==> src/pssup_pkg.sv <==
// Constants, types and timing for the power stage protection supervisor
package pssup_pkg;
  // Counter width covers the longest delay at the clock rate
  localparam int TMR_W        = 26;
  localparam int CLK_KHZ      = 40_000;
  // Qualification and delay times in their own units
  localparam int UV_QUAL_US   = 10;
  localparam int OV_QUAL_US   = 10;
  localparam int TSD_QUAL_US  = 10;
  localparam int FLT_HI_US    = 50;
  localparam int FLT_LO_US    = 350;
  localparam int FB_OFF_MS    = 500;
  localparam int FAULT_TMR_MS = 128;
  localparam int AUTOREC_MS   = 1000;
  localparam int BO_TMR_MS    = 50;
  // Least times, rounded up to whole cycles
  localparam logic [TMR_W-1:0] UV_QUAL_CYC   = TMR_W'((UV_QUAL_US * CLK_KHZ + 999) / 1000);
  localparam logic [TMR_W-1:0] OV_QUAL_CYC   = TMR_W'((OV_QUAL_US * CLK_KHZ + 999) / 1000);
  localparam logic [TMR_W-1:0] TSD_QUAL_CYC  = TMR_W'((TSD_QUAL_US * CLK_KHZ + 999) / 1000);
  localparam logic [TMR_W-1:0] FLT_HI_CYC    = TMR_W'((FLT_HI_US * CLK_KHZ + 999) / 1000);
  localparam logic [TMR_W-1:0] FLT_LO_CYC    = TMR_W'((FLT_LO_US * CLK_KHZ + 999) / 1000);
  localparam logic [TMR_W-1:0] FB_OFF_CYC    = TMR_W'(FB_OFF_MS * CLK_KHZ);
  localparam logic [TMR_W-1:0] FAULT_TMR_CYC = TMR_W'(FAULT_TMR_MS * CLK_KHZ);
  localparam logic [TMR_W-1:0] AUTOREC_CYC   = TMR_W'(AUTOREC_MS * CLK_KHZ);
  localparam logic [TMR_W-1:0] BO_TMR_CYC    = TMR_W'(BO_TMR_MS * CLK_KHZ);
  // Winding short pulse count
  localparam int              CNT_W        = 3;
  localparam logic [CNT_W-1:0] SHORT_PULSES = 3'h4;
  // Stop cause bit positions and reset value
  localparam int              STOP_W    = 3;
  localparam int              STOP_BO   = 0;
  localparam int              STOP_TSD  = 1;
  localparam int              STOP_FB   = 2;
  localparam logic [STOP_W-1:0] STOP_NONE = 3'h0;
  // Supervisor states
  typedef enum logic [4:0] {
    ST_OFF   = 5'h01,
    ST_SOFT  = 5'h02,
    ST_RUN   = 5'h04,
    ST_LATCH = 5'h08,
    ST_STOP  = 5'h10
  } pssup_state_t;
endpackage : pssup_pkg

==> src/pssup_evt_if.sv <==
// Condition and result pair between the supervisor and its qualifiers
`timescale 1ns/1ps
`default_nettype none
interface pssup_evt_if;
  logic cond;  // Triggering condition
  logic done;  // Condition qualified
  modport unit (input cond, output done);
  modport user (output cond, input done);
endinterface : pssup_evt_if
`default_nettype wire

==> src/pssup_pulse_counter.sv <==
// Consecutive pulse counter for the winding short condition
`timescale 1ns/1ps
`default_nettype none
module pssup_pulse_counter (
  input  wire logic  clk,        // Supervisor clock
  input  wire logic  rst_n,      // Synchronised reset, active low
  input  wire logic  pulse_end,  // One-cycle strobe at each pulse end
  input  wire logic  clear,      // Hold the count at zero
  pssup_evt_if.unit  ev          // Short seen in ending pulse, trip out
);
  logic [pssup_pkg::CNT_W-1:0] cnt_reg;

  // A clean pulse breaks the run; the count saturates at the trip value
  always_ff @(posedge clk or negedge rst_n) begin
    if (!rst_n) begin
      cnt_reg <= 3'h0;
    end else if (clear) begin
      cnt_reg <= 3'h0;
    end else if (pulse_end && !ev.cond) begin
      cnt_reg <= 3'h0;
    end else if (pulse_end && cnt_reg != pssup_pkg::SHORT_PULSES) begin
      cnt_reg <= cnt_reg + 3'h1;
    end
  end

  assign ev.done = (cnt_reg == pssup_pkg::SHORT_PULSES);
endmodule : pssup_pulse_counter
`default_nettype wire

==> src/pssup_qual_timer.sv <==
// Qualification timer: done once its condition has held LIMIT cycles
`timescale 1ns/1ps
`default_nettype none
module pssup_qual_timer #(
  parameter logic [pssup_pkg::TMR_W-1:0] LIMIT = 26'h1
) (
  input  wire logic  clk,     // Supervisor clock
  input  wire logic  rst_n,   // Synchronised reset, active low
  pssup_evt_if.unit  ev       // Condition in, qualified out
);
  logic [pssup_pkg::TMR_W-1:0] cnt_reg;

  // Count while the condition holds, back to zero when it goes
  always_ff @(posedge clk or negedge rst_n) begin
    if (!rst_n) begin
      cnt_reg <= 26'h0;
    end else if (!ev.cond) begin
      cnt_reg <= 26'h0;
    end else if (cnt_reg != LIMIT - 26'h1) begin
      cnt_reg <= cnt_reg + 26'h1;
    end
  end

  // Combinational so the trip acts in the cycle the count is reached
  assign ev.done = ev.cond && (cnt_reg == LIMIT - 26'h1);
endmodule : pssup_qual_timer
`default_nettype wire

==> src/pssup_top.sv <==
// Protection supervisor: fault qualification, latch-off and restart control
`timescale 1ns/1ps
`default_nettype none
module pssup_top #(
  parameter logic [pssup_pkg::TMR_W-1:0] FAULT_TMR_CYC = pssup_pkg::FAULT_TMR_CYC,
  parameter logic [pssup_pkg::TMR_W-1:0] AUTOREC_CYC   = pssup_pkg::AUTOREC_CYC,
  parameter logic [pssup_pkg::TMR_W-1:0] BO_TMR_CYC    = pssup_pkg::BO_TMR_CYC,
  parameter logic [pssup_pkg::TMR_W-1:0] FLT_LO_CYC    = pssup_pkg::FLT_LO_CYC,
  parameter logic [pssup_pkg::TMR_W-1:0] FB_OFF_CYC    = pssup_pkg::FB_OFF_CYC,
  parameter logic                        AUTOREC_VARIANT = 1'b1,
  parameter logic                        FAULT_AUTOREC   = 1'b0
) (
  input  wire logic ref_clk,                // 40 MHz clock
  input  wire logic rst_n,                  // Supply power-on reset, active low
  input  wire logic pwm_request,            // Gate request from the modulator
  input  wire logic pulse_end,              // Strobe when a gate pulse ends
  input  wire logic max_on_end,             // Pulse ended by max on-time
  input  wire logic max_duty_end,           // Pulse ended by max duty cycle
  input  wire logic cs_limit_hit,           // Setpoint at cs_limit_level
  input  wire logic cs_short_hit,           // Current sense above short level
  input  wire logic supply_undervolt_low,   // Supply below supply_undervolt_level
  input  wire logic supply_overvolt_high,   // Supply above supply_overvolt_level
  input  wire logic supply_start_ok,        // Supply above supply_start_level
  input  wire logic supply_clear_low,       // Supply below supply_clear_level
  input  wire logic line_stop_low,          // Line below line_stop_level
  input  wire logic line_start_ok,          // Line above line_start_level
  input  wire logic fault_hi_cmp,           // Fault input above high threshold
  input  wire logic fault_lo_cmp,           // Fault input below low threshold
  input  wire logic thermal_shutdown_hot,   // Die over temperature
  input  wire logic feedback_off_low,       // feedback_input below off level
  input  wire logic feedback_restart_ok,    // feedback_input above restart level
  input  wire logic soft_start_done,        // Soft-start ramp finished
  output logic      gate_drive_out,         // Gated switch drive
  output logic      soft_start_req,         // One-cycle soft-start launch
  output logic      thermistor_bias_boost,  // Select doubled bias current
  output logic      startup_source_en,      // High-voltage startup source on
  output logic      internal_supply_en,     // Internal supply on
  output logic      thermal_flag,           // Thermal stop remembered
  output logic      latched_off,            // Latched protection active
  output logic      stopped                 // Stop state active
);
  logic                          rst_meta_reg;
  logic                          rst_n_sync;
  pssup_pkg::pssup_state_t       state_reg;
  pssup_pkg::pssup_state_t       state_next;
  logic [pssup_pkg::STOP_W-1:0]  stop_reg;
  logic [pssup_pkg::STOP_W-1:0]  stop_next;
  logic                          latch_auto_reg;
  logic                          latch_auto_next;
  logic                          maxlim_pend_reg;
  logic                          short_hit_reg;
  logic                          gate_reg;
  logic                          ss_req_reg;
  logic                          boost_reg;
  logic                          active;
  logic                          trip_any;
  logic                          start_ok;
  logic                          stop_release;

  pssup_evt_if ovl_if ();
  pssup_evt_if short_if ();
  pssup_evt_if uv_if ();
  pssup_evt_if ov_if ();
  pssup_evt_if fhi_if ();
  pssup_evt_if flo_if ();
  pssup_evt_if tsd_if ();
  pssup_evt_if bo_if ();
  pssup_evt_if fb_if ();
  pssup_evt_if arec_if ();

  // Reset release through two flops; the supply reset still clears at once
  always_ff @(posedge ref_clk or negedge rst_n) begin
    if (!rst_n) begin
      rst_meta_reg <= 1'b0;
      rst_n_sync   <= 1'b0;
    end else begin
      rst_meta_reg <= 1'b1;
      rst_n_sync   <= rst_meta_reg;
    end
  end

  assign active = (state_reg == pssup_pkg::ST_SOFT) || (state_reg == pssup_pkg::ST_RUN);

  // Remember a short seen during the pulse, since the comparator may drop first
  always_ff @(posedge ref_clk or negedge rst_n_sync) begin
    if (!rst_n_sync) begin
      short_hit_reg <= 1'b0;
    end else if (cs_short_hit && gate_reg) begin
      short_hit_reg <= 1'b1;
    end else if (pulse_end) begin
      short_hit_reg <= 1'b0;
    end
  end

  // Limit-ended pulses keep the fault timer running until a pulse ends normally
  always_ff @(posedge ref_clk or negedge rst_n_sync) begin
    if (!rst_n_sync) begin
      maxlim_pend_reg <= 1'b0;
    end else if (active && (max_on_end || max_duty_end)) begin
      maxlim_pend_reg <= 1'b1;
    end else if (!active || pulse_end) begin
      maxlim_pend_reg <= 1'b0;
    end
  end

  // Qualifier conditions, each but the short one gated to the states where it counts; its counter is cleared when not active
  assign ovl_if.cond   = active && (cs_limit_hit || maxlim_pend_reg);
  assign short_if.cond = short_hit_reg || cs_short_hit;
  assign uv_if.cond    = active && supply_undervolt_low;
  assign ov_if.cond    = active && supply_overvolt_high;
  // High fault armed once the supply has reached its start level
  assign fhi_if.cond   = fault_hi_cmp && (active ||
                         (state_reg == pssup_pkg::ST_OFF && supply_start_ok));
  // References settle late, so the low fault waits for the end of soft-start
  assign flo_if.cond   = fault_lo_cmp && (state_reg == pssup_pkg::ST_RUN);
  assign tsd_if.cond   = thermal_shutdown_hot && (state_reg != pssup_pkg::ST_STOP);
  assign bo_if.cond    = line_stop_low && !(state_reg == pssup_pkg::ST_STOP &&
                         stop_reg[pssup_pkg::STOP_BO]);
  assign fb_if.cond    = active && feedback_off_low;
  assign arec_if.cond  = (state_reg == pssup_pkg::ST_LATCH) && latch_auto_reg;

  pssup_qual_timer #(.LIMIT(FAULT_TMR_CYC)) u_ovl_tmr (
    .clk   (ref_clk),
    .rst_n (rst_n_sync),
    .ev    (ovl_if.unit)
  );
  pssup_pulse_counter u_short_cnt (
    .clk       (ref_clk),
    .rst_n     (rst_n_sync),
    .pulse_end (pulse_end),
    .clear     (!active),
    .ev        (short_if.unit)
  );
  pssup_qual_timer #(.LIMIT(pssup_pkg::UV_QUAL_CYC)) u_uv_tmr (
    .clk   (ref_clk),
    .rst_n (rst_n_sync),
    .ev    (uv_if.unit)
  );
  pssup_qual_timer #(.LIMIT(pssup_pkg::OV_QUAL_CYC)) u_ov_tmr (
    .clk   (ref_clk),
    .rst_n (rst_n_sync),
    .ev    (ov_if.unit)
  );
  pssup_qual_timer #(.LIMIT(pssup_pkg::FLT_HI_CYC)) u_fhi_tmr (
    .clk   (ref_clk),
    .rst_n (rst_n_sync),
    .ev    (fhi_if.unit)
  );
  pssup_qual_timer #(.LIMIT(FLT_LO_CYC)) u_flo_tmr (
    .clk   (ref_clk),
    .rst_n (rst_n_sync),
    .ev    (flo_if.unit)
  );
  pssup_qual_timer #(.LIMIT(pssup_pkg::TSD_QUAL_CYC)) u_tsd_tmr (
    .clk   (ref_clk),
    .rst_n (rst_n_sync),
    .ev    (tsd_if.unit)
  );
  pssup_qual_timer #(.LIMIT(BO_TMR_CYC)) u_bo_tmr (
    .clk   (ref_clk),
    .rst_n (rst_n_sync),
    .ev    (bo_if.unit)
  );
  pssup_qual_timer #(.LIMIT(FB_OFF_CYC)) u_fb_tmr (
    .clk   (ref_clk),
    .rst_n (rst_n_sync),
    .ev    (fb_if.unit)
  );
  pssup_qual_timer #(.LIMIT(AUTOREC_CYC)) u_arec_tmr (
    .clk   (ref_clk),
    .rst_n (rst_n_sync),
    .ev    (arec_if.unit)
  );

  // Any latching cause; the fault window latches on either edge
  assign trip_any = ovl_if.done || short_if.done || uv_if.done || ov_if.done ||
                    fhi_if.done || flo_if.done;

  // A mixed trip is only recoverable when every cause is
  assign latch_auto_next = AUTOREC_VARIANT &&
                           !(ovl_if.done && maxlim_pend_reg) &&
                           !ov_if.done &&
                           !((fhi_if.done || flo_if.done) && !FAULT_AUTOREC);

  assign start_ok = supply_start_ok && line_start_ok && !fault_hi_cmp &&
                    !thermal_shutdown_hot;

  assign stop_release = line_start_ok && supply_start_ok &&
                        !(stop_reg[pssup_pkg::STOP_TSD] && thermal_shutdown_hot) &&
                        !(stop_reg[pssup_pkg::STOP_FB] && !feedback_restart_ok);

  // Next state; brown-out outranks thermal, then latching trips, then off mode
  always_comb begin
    state_next = state_reg;
    stop_next  = stop_reg;
    case (state_reg)
      pssup_pkg::ST_OFF, pssup_pkg::ST_SOFT, pssup_pkg::ST_RUN: begin
        if (bo_if.done) begin
          state_next = pssup_pkg::ST_STOP;
          stop_next  = 3'h1 << pssup_pkg::STOP_BO;
        end else if (tsd_if.done) begin
          state_next = pssup_pkg::ST_STOP;
          stop_next  = 3'h1 << pssup_pkg::STOP_TSD;
        end else if (trip_any) begin
          state_next = pssup_pkg::ST_LATCH;
        end else if (fb_if.done) begin
          state_next = pssup_pkg::ST_STOP;
          stop_next  = 3'h1 << pssup_pkg::STOP_FB;
        end else if (state_reg == pssup_pkg::ST_OFF && start_ok) begin
          state_next = pssup_pkg::ST_SOFT;
        end else if (state_reg == pssup_pkg::ST_SOFT && soft_start_done) begin
          state_next = pssup_pkg::ST_RUN;
        end
      end
      pssup_pkg::ST_LATCH: begin
        if (bo_if.done) begin
          state_next = pssup_pkg::ST_STOP;
          stop_next  = 3'h1 << pssup_pkg::STOP_BO;
        end else if (supply_clear_low || arec_if.done) begin
          state_next = pssup_pkg::ST_OFF;
        end
      end
      pssup_pkg::ST_STOP: begin
        if (supply_clear_low || stop_release) begin
          state_next = pssup_pkg::ST_OFF;
          stop_next  = pssup_pkg::STOP_NONE;
        end
      end
      default: begin
        state_next = pssup_pkg::ST_OFF;
        stop_next  = pssup_pkg::STOP_NONE;
      end
    endcase
  end

  // Supervisor state and stop cause
  always_ff @(posedge ref_clk or negedge rst_n_sync) begin
    if (!rst_n_sync) begin
      state_reg <= pssup_pkg::ST_OFF;
      stop_reg  <= pssup_pkg::STOP_NONE;
    end else begin
      state_reg <= state_next;
      stop_reg  <= stop_next;
    end
  end

  // Recoverability of the latch, fixed at the moment of the trip
  always_ff @(posedge ref_clk or negedge rst_n_sync) begin
    if (!rst_n_sync) begin
      latch_auto_reg <= 1'b0;
    end else if (state_next == pssup_pkg::ST_LATCH && state_reg != pssup_pkg::ST_LATCH) begin
      latch_auto_reg <= latch_auto_next;
    end
  end

  // Gate follows the request only while switching is allowed next cycle
  always_ff @(posedge ref_clk or negedge rst_n_sync) begin
    if (!rst_n_sync) begin
      gate_reg <= 1'b0;
    end else begin
      gate_reg <= pwm_request && (state_next == pssup_pkg::ST_SOFT ||
                  state_next == pssup_pkg::ST_RUN);
    end
  end

  // Soft-start launch and thermistor bias boost, only from a clean start
  always_ff @(posedge ref_clk or negedge rst_n_sync) begin
    if (!rst_n_sync) begin
      ss_req_reg <= 1'b0;
      boost_reg  <= 1'b0;
    end else begin
      ss_req_reg <= (state_next == pssup_pkg::ST_SOFT) &&
                    (state_reg == pssup_pkg::ST_OFF);
      boost_reg  <= (state_next == pssup_pkg::ST_SOFT);
    end
  end

  assign gate_drive_out        = gate_reg;
  assign soft_start_req        = ss_req_reg;
  assign thermistor_bias_boost = boost_reg;
  assign latched_off           = (state_reg == pssup_pkg::ST_LATCH);
  assign stopped               = (state_reg == pssup_pkg::ST_STOP);
  // Thermal stop keeps supply for the flag but parks the startup source
  assign thermal_flag          = stopped && stop_reg[pssup_pkg::STOP_TSD];
  assign startup_source_en     = !thermal_flag;
  assign internal_supply_en    = !(stopped && stop_reg[pssup_pkg::STOP_FB]);
endmodule : pssup_top
`default_nettype wire

==> config.mk <==
export PLATFORM = sky130hd
export DESIGN_NAME = pssup_top
export DESIGN_NICKNAME = d
export VERILOG_FILES = /design/src/pssup_pkg.sv /design/src/pssup_evt_if.sv /design/src/pssup_pulse_counter.sv /design/src/pssup_qual_timer.sv /design/src/pssup_top.sv
export SDC_FILE = /design/constraint.sdc
export NUM_CORES = 1
export LEC_CHECK = 0
export ABC_AREA = 1
export BUFFER_PORTS_ARGS = -buffer_cell sky130_fd_sc_hd__buf_2
export CORE_MARGIN = 2
export CORE_UTILIZATION = 55
export DETAILED_ROUTE_END_ITERATION = 8
export PLACE_DENSITY = 0.83
export SYNTH_ARGS = -nofsm -noshare
export SYNTH_HDL_FRONTEND = slang
export SYNTH_SLANG_ARGS = --single-unit
==> constraint.sdc <==
create_clock -name ref_clk -period 20 [get_ports ref_clk]
set_clock_uncertainty 0.05 [all_clocks]
set_input_delay 1 -clock ref_clk [delete_from_list [all_inputs] [get_ports ref_clk]]
set_output_delay 1 -clock ref_clk [all_outputs]
set_load 0.01 [all_outputs]
Word-level counts from Yosys, hierarchy flattened
Cells that the tools add are included.
Operators by class
  add/sub/neg operators: 10
  $mul: 0
  divide/modulo/power cells: 0
  order comparisons: 0
  equal/unequal tests: 44
  shifts and indexed selects: 0
  multiplexer cells: 42
  bitwise logic cells: 0
  reductions and logical operators: 73
Operators with widths (number)
  26-bit two-way mux: 18
  26-bit by 1-bit adder with 26-bit output (second input constant): 9
  26-bit by 9-bit equality test with 1-bit output (second input constant): 3
  26-bit by 9-bit != test with 1-bit output (second input constant): 3
  5-bit two-way mux: 9
  1-bit logical AND: 41
  3-bit two-way mux: 9
  26-bit by 11-bit equality test with 1-bit output (second input constant): 1
  26-bit by 14-bit equality test with 1-bit output (second input constant): 1
  26-bit by 21-bit equality test with 1-bit output (second input constant): 1
  26-bit by 23-bit equality test with 1-bit output (second input constant): 1
  26-bit by 25-bit equality test with 1-bit output (second input constant): 1
  26-bit equality test (second input constant): 1
  26-bit by 11-bit != test with 1-bit output (second input constant): 1
  26-bit by 14-bit != test with 1-bit output (second input constant): 1
  26-bit by 21-bit != test with 1-bit output (second input constant): 1
  26-bit by 23-bit != test with 1-bit output (second input constant): 1
  26-bit by 25-bit != test with 1-bit output (second input constant): 1
  26-bit != test (second input constant): 1
  2-bit != test (second input constant): 9
  1-bit logical OR: 15
  5-bit one-hot mux with 3 select lines: 1
  1-bit logical NOT: 13
  5-bit by 2-bit equality test with 1-bit output (second input constant): 2
  17 further kinds: 25
Storage, ports and cells
  bits in registers: 253
  latch bits: 0
  bits in writable memories: 0
  memory bits (read-only): 0
  logic and storage cells: 189
  memories kept: 0

Depth between registers and ports, before layout
  depth after elaboration: 16
  gate-level depth with buffers: 14
  gate-level depth less buffers: 14

Cells and area by module
From an unflattened synthesis, not the netlist that was laid out.
Second synthesis, totals
  cell total of the unflattened synthesis: 2562
  area, all modules: 17028.8 um2
Modules (own cells, without submodules)
  pssup_qual_timer (u_ov_tmr ...): instances 3, cells each 266, area an instance 1803.0 um2, sequential area each 650.6 um2
  pssup_qual_timer (u_arec_tmr): instances 1, cells each 283, area an instance 1810.5 um2, sequential area each 650.6 um2
  pssup_qual_timer (u_bo_tmr): instances 1, cells each 277, area an instance 1799.2 um2, sequential area each 650.6 um2
  pssup_qual_timer (u_ovl_tmr): instances 1, cells each 270, area an instance 1755.4 um2, sequential area each 650.6 um2
  pssup_qual_timer (u_fb_tmr): instances 1, cells each 271, area an instance 1747.9 um2, sequential area each 650.6 um2
  pssup_qual_timer (u_fhi_tmr): instances 1, cells each 253, area an instance 1675.4 um2, sequential area each 650.6 um2
  pssup_qual_timer (u_flo_tmr): instances 1, cells each 250, area an instance 1652.8 um2, sequential area each 650.6 um2
  pssup_top: instances 1, cells each 136, area an instance 991.0 um2, sequential area each 401.6 um2
  pssup_pulse_counter: instances 1, cells each 24, area an instance 187.7 um2, sequential area each 75.1 um2

Worst setup path after synthesis
No wires, ideal clock.
  path kind: register -> output
  start: register state_reg[1]
  end: output thermal_flag
  data arrival time: 1.164 ns
  data required time: 18.950 ns
  path slack: 17.786 ns
  stages on the path, launching flop included: 6
  path buffers: 0
  cells stage by stage: dfrtp_1 > nor2_2 > nand3_4 > inv_1 > nand2_1 > inv_1
On the way
  cells in the longest elaborated chain, start to end: 2
RTL lines
  start: declaration: RTL line pssup_top.sv:44  | pssup_pkg::pssup_state_t state_reg;
  start signal: assignment: RTL line pssup_top.sv:239  | state_reg <= pssup_pkg::ST_OFF;
  start signal: assignment: RTL line pssup_top.sv:242  | state_reg <= state_next;
  5-bit equality test: RTL line pssup_top.sv:282  | assign stopped = (state_reg == pssup_pkg::ST_STOP);
  via stopped: RTL line pssup_top.sv:40  | output logic stopped
  1-bit logical AND: RTL line pssup_top.sv:284  | assign thermal_flag = stopped && stop_reg[pssup_pkg::STOP_TSD];
  end: declaration: RTL line pssup_top.sv:38  | output logic thermal_flag,
The timed path passes the listed nets, and every way through them passes these cells.

Worst setup path in the final report
  start: register state_reg[1]
  end: output thermal_flag
On the way
  cells in the longest elaborated chain, start to end: 2
RTL lines (RTL line)
  5-bit equality test: pssup_top.sv:282
  1-bit logical AND: pssup_top.sv:284
No other way between the ends.

==> impl_metrics.env <==
export IMPL_status="finished clean"
export IMPL_r2r_start="state_reg[2]$_DFF_PN0_"
export IMPL_ir_drop_uv=70.48
export IMPL_rsz0062_at_grt="false"
export IMPL_setup_tns_ns=0
export IMPL_synthArstFlopShare=1.000
export IMPL_leakagePower_nw=6.702
export IMPL_path_delay_family="simple AND/OR/NAND/NOR gates"
export IMPL_wl_per_cell_microns=14.47
export IMPL_cts_buffer_depth=3
export IMPL_drv_cap=0
export IMPL_clock_latency_ns=0.54
export IMPL_rows=59
export IMPL_hold_viol=0
export IMPL_cpPeakStageDelay_ns=0.41
export IMPL_drt_total_wl_microns=33580
export IMPL_overflow=0
export IMPL_final_antenna_net_count=0
export IMPL_drt_iter0_drc=1326
export IMPL_wl_met2_microns=15910
export IMPL_nets=1994
export IMPL_start_util=0.5577
export IMPL_cts_buffers=28
export IMPL_crit_slowest_cell="dfrtp_1"
export IMPL_critPathMostFrequentCell="inv_1"
export IMPL_num_vias=13330
export IMPL_finalSetupViolations=0
export IMPL_slew_violations=0
export IMPL_diodes=0
export IMPL_grt_use_total=0.2428
export IMPL_synth_seq_cells=253
export IMPL_p_per_area_nw_per_um2=74.39
export IMPL_p_clk_frac=0.495
export IMPL_synthCells=1923
export IMPL_fin_ws_ns=17.12
export IMPL_yosysSeqAreaShare=0.4382
export IMPL_post_cts_buffers=0
export IMPL_mostFrequentLayoutCells="nand2_1, nor2_1, inv_1, dfrtp_1, a21oi_1"
export IMPL_htree_levels=1
export IMPL_wl_met1_microns=14950
export IMPL_place_gp_congestion=0.9477
export IMPL_dp_hpwl_microns=24050
export IMPL_io_buffers=27
export IMPL_layout_drive_gt1_share=0.08917
export IMPL_holdWs_ns=0.1801
export IMPL_critPathMaxFanout=5
export IMPL_regToRegSetupSlack_ns=17.42
export IMPL_syn_num_nets=1954
export IMPL_final_common_cell="nand2_1"
export IMPL_antenna_found_initial=0
export IMPL_io_pins=28
export IMPL_grt_pass1_vias=12630
export IMPL_slew_headroom=0.3930
export IMPL_worst_slew_pin_slew_ns=0.9052
export IMPL_dr_wl_met3_microns=1778
export IMPL_cts_hold_buf=0
export IMPL_p_sw_mw=0.2782
export IMPL_endpoint_kind="primary output"
export IMPL_synth_edf_count=0
export IMPL_nFillCells=2173
export IMPL_r2r_cells=10
export IMPL_crit_type="flop to primary output"
export IMPL_swShare=0.2341
export IMPL_dr_pass1_iters=5
export IMPL_synth_distinct_cells=56
export IMPL_reg2reg_to="latch_auto_reg$_DFFE_PN0P_"
export IMPL_dpl_worst_slack_ns=17.16
export IMPL_synth_warnings=0
export IMPL_cp_start_kind="flop"
export IMPL_p_int_mw=0.9104
export IMPL_synth_area_per_cell_sq_um=7.514
export IMPL_cts_tree="yes"
export IMPL_cts_clk_slew_worst_paths_ns=0.06
export IMPL_synth_largest_area_cell="dfrtp_1"
export IMPL_core_area_sq_um=25910
export IMPL_cts_sinks=253
export IMPL_synth_top_area_frac=0.4364
export IMPL_die_x_microns=166.1
export IMPL_area_delta_synth_final_pct=10.57
export IMPL_combPwrFrac=0.060
export IMPL_cts_root_buf="clkbuf_16"
export IMPL_grt_max_degree=77
export IMPL_p_seq_frac=0.445
export IMPL_fin_crit_sh=0.1442
export IMPL_min_period_ns=2.883
export IMPL_crit_required_ns=18.95
export IMPL_cp_buffers_inverters=3
export IMPL_grt_pass1_wl_microns=57840
export IMPL_cp_arrival_ns=1.83
export IMPL_die_y_microns=166.1
export IMPL_synthTopCellsByArea="dfrtp_1, nand2_1, nor2_1"
export IMPL_cts_repair_resized=0
export IMPL_synth_area_sq_um=14450
export IMPL_fmax_mhz=346.8
export IMPL_drt_vias_per_instance=5.744
export IMPL_die_area_sq_um=27590
export IMPL_holdCritPathClass="input pin to asynchronous set/reset pin"
export IMPL_highest_layer="met4"
export IMPL_path_cells="nor2_2, nand3_4, inv_1, nand2_1, inv_1, buf_2"
export IMPL_synthFlopType="dfrtp_1"
export IMPL_drc=0
## power groups by stage
stage	registers, mW	logic, mW	clock network [mW]
final	0.528	0.0714	0.589
after global routing	0.530	0.0822	0.620
after CTS	0.529	0.0717	0.597
after global placement	0.538	0.0691	0
after floorplan	0.541	0.0504	0
after detailed placement	0.538	0.0716	0
## cells by family (layout without fill, tap and decap cells)
kind of cell	count (synthesis)	in the layout	share of synthesized area
flops	253	253	0.4382
buf+inv	287	349	0.07827
simple gates	1015	1015	0.3324
xor+xnor	30	30	0.01818
fa+ha+maj	11	11	0.009524
other cells	1	1	0.0002595
compound gates	326	326	0.1231
## cell usage after synthesis (4+ instances only)
| library cell | n |
|---|---|
| nor3_4 | 4 |
| nor3_1 | 110 |
| nor4_1 | 30 |
| nand4_1 | 80 |
| inv_1 | 251 |
| nor2_1 | 292 |
| a211oi_1 | 11 |
| nor2_2 | 18 |
| ha_1 | 11 |
| xnor2_1 | 8 |
| o21ai_0 | 99 |
| buf_4 | 5 |
| nand2_4 | 6 |
| nor3_2 | 4 |
| o21a_1 | 4 |
| nand3_2 | 12 |
| or2_2 | 4 |
| nand2_2 | 12 |
| dfrtp_1 | 252 |
| a31oi_1 | 18 |
| inv_2 | 14 |
| buf_2 | 7 |
| nand2_1 | 321 |
| nor2_4 | 7 |
| clkbuf_1 | 5 |
| a21oi_1 | 143 |
| o21ai_1 | 28 |
| nor3b_1 | 7 |
| nand3_1 | 98 |
| xor2_1 | 22 |
## routing by layer
metal / global-route usage / up-vias
li1: - / 6514
met1: 0.3310 / 6315
met2: 0.4003 / 418
met3: 0.03599 / 80
met4: 0.08129 / 0
met5: 0 / -
## final cells by class
cell class	instances	area [sq um]	area share
clock inverter	16	277.8	0.01738
multi-input combinational	1383	6987	0.4373
sequential	253	6336	0.3966
inverter	266	1001	0.06265
tap	335	419.2	0.02623
timing repair buffer	31	165.2	0.01034
clock buffer	36	792.0	0.04957
## how the worst max path moves through the flow
| stage | from | to | slack [ns] | cells past startpoint |
|---|---|---|---|---|
| after floorplan | rst_n_sync$_DFF_PN0_ | gate_drive_out$_DFF_PN0_ | 12.38 | 0 |
| after global placement | fault_lo_cmp | u_flo_tmr.cnt_reg[16]$_DFFE_PN0N_ | 17.24 | 7 |
| after detailed placement | fault_lo_cmp | u_flo_tmr.cnt_reg[16]$_DFFE_PN0N_ | 17.16 | 7 |
| after CTS | state_reg[1]$_DFF_PN0_ | thermal_flag | 17.11 | 6 |
| after global routing | state_reg[1]$_DFF_PN0_ | thermal_flag | 17.01 | 6 |
| final | state_reg[1]$_DFF_PN0_ | thermal_flag | 17.12 | 6 |
## metrics by stage
| stage | total power [mW] | utilization | area [sq um] | std cells |
|---|---|---|---|---|
| floorplan | 0.5915 | - | 14450 | 1923 |
| global placement | 0.6068 | 0.5754 | 14910 | 2268 |
| detailed placement | 0.6092 | 0.5754 | 14910 | 2268 |
| CTS | 1.197 | 0.6166 | 15980 | 2320 |
| global route | 1.232 | 0.6166 | 15980 | 2320 |
| finish | 1.189 | 0.6166 | 15980 | 2320 |
No activity file was read; power rests on OpenSTA's default activity.
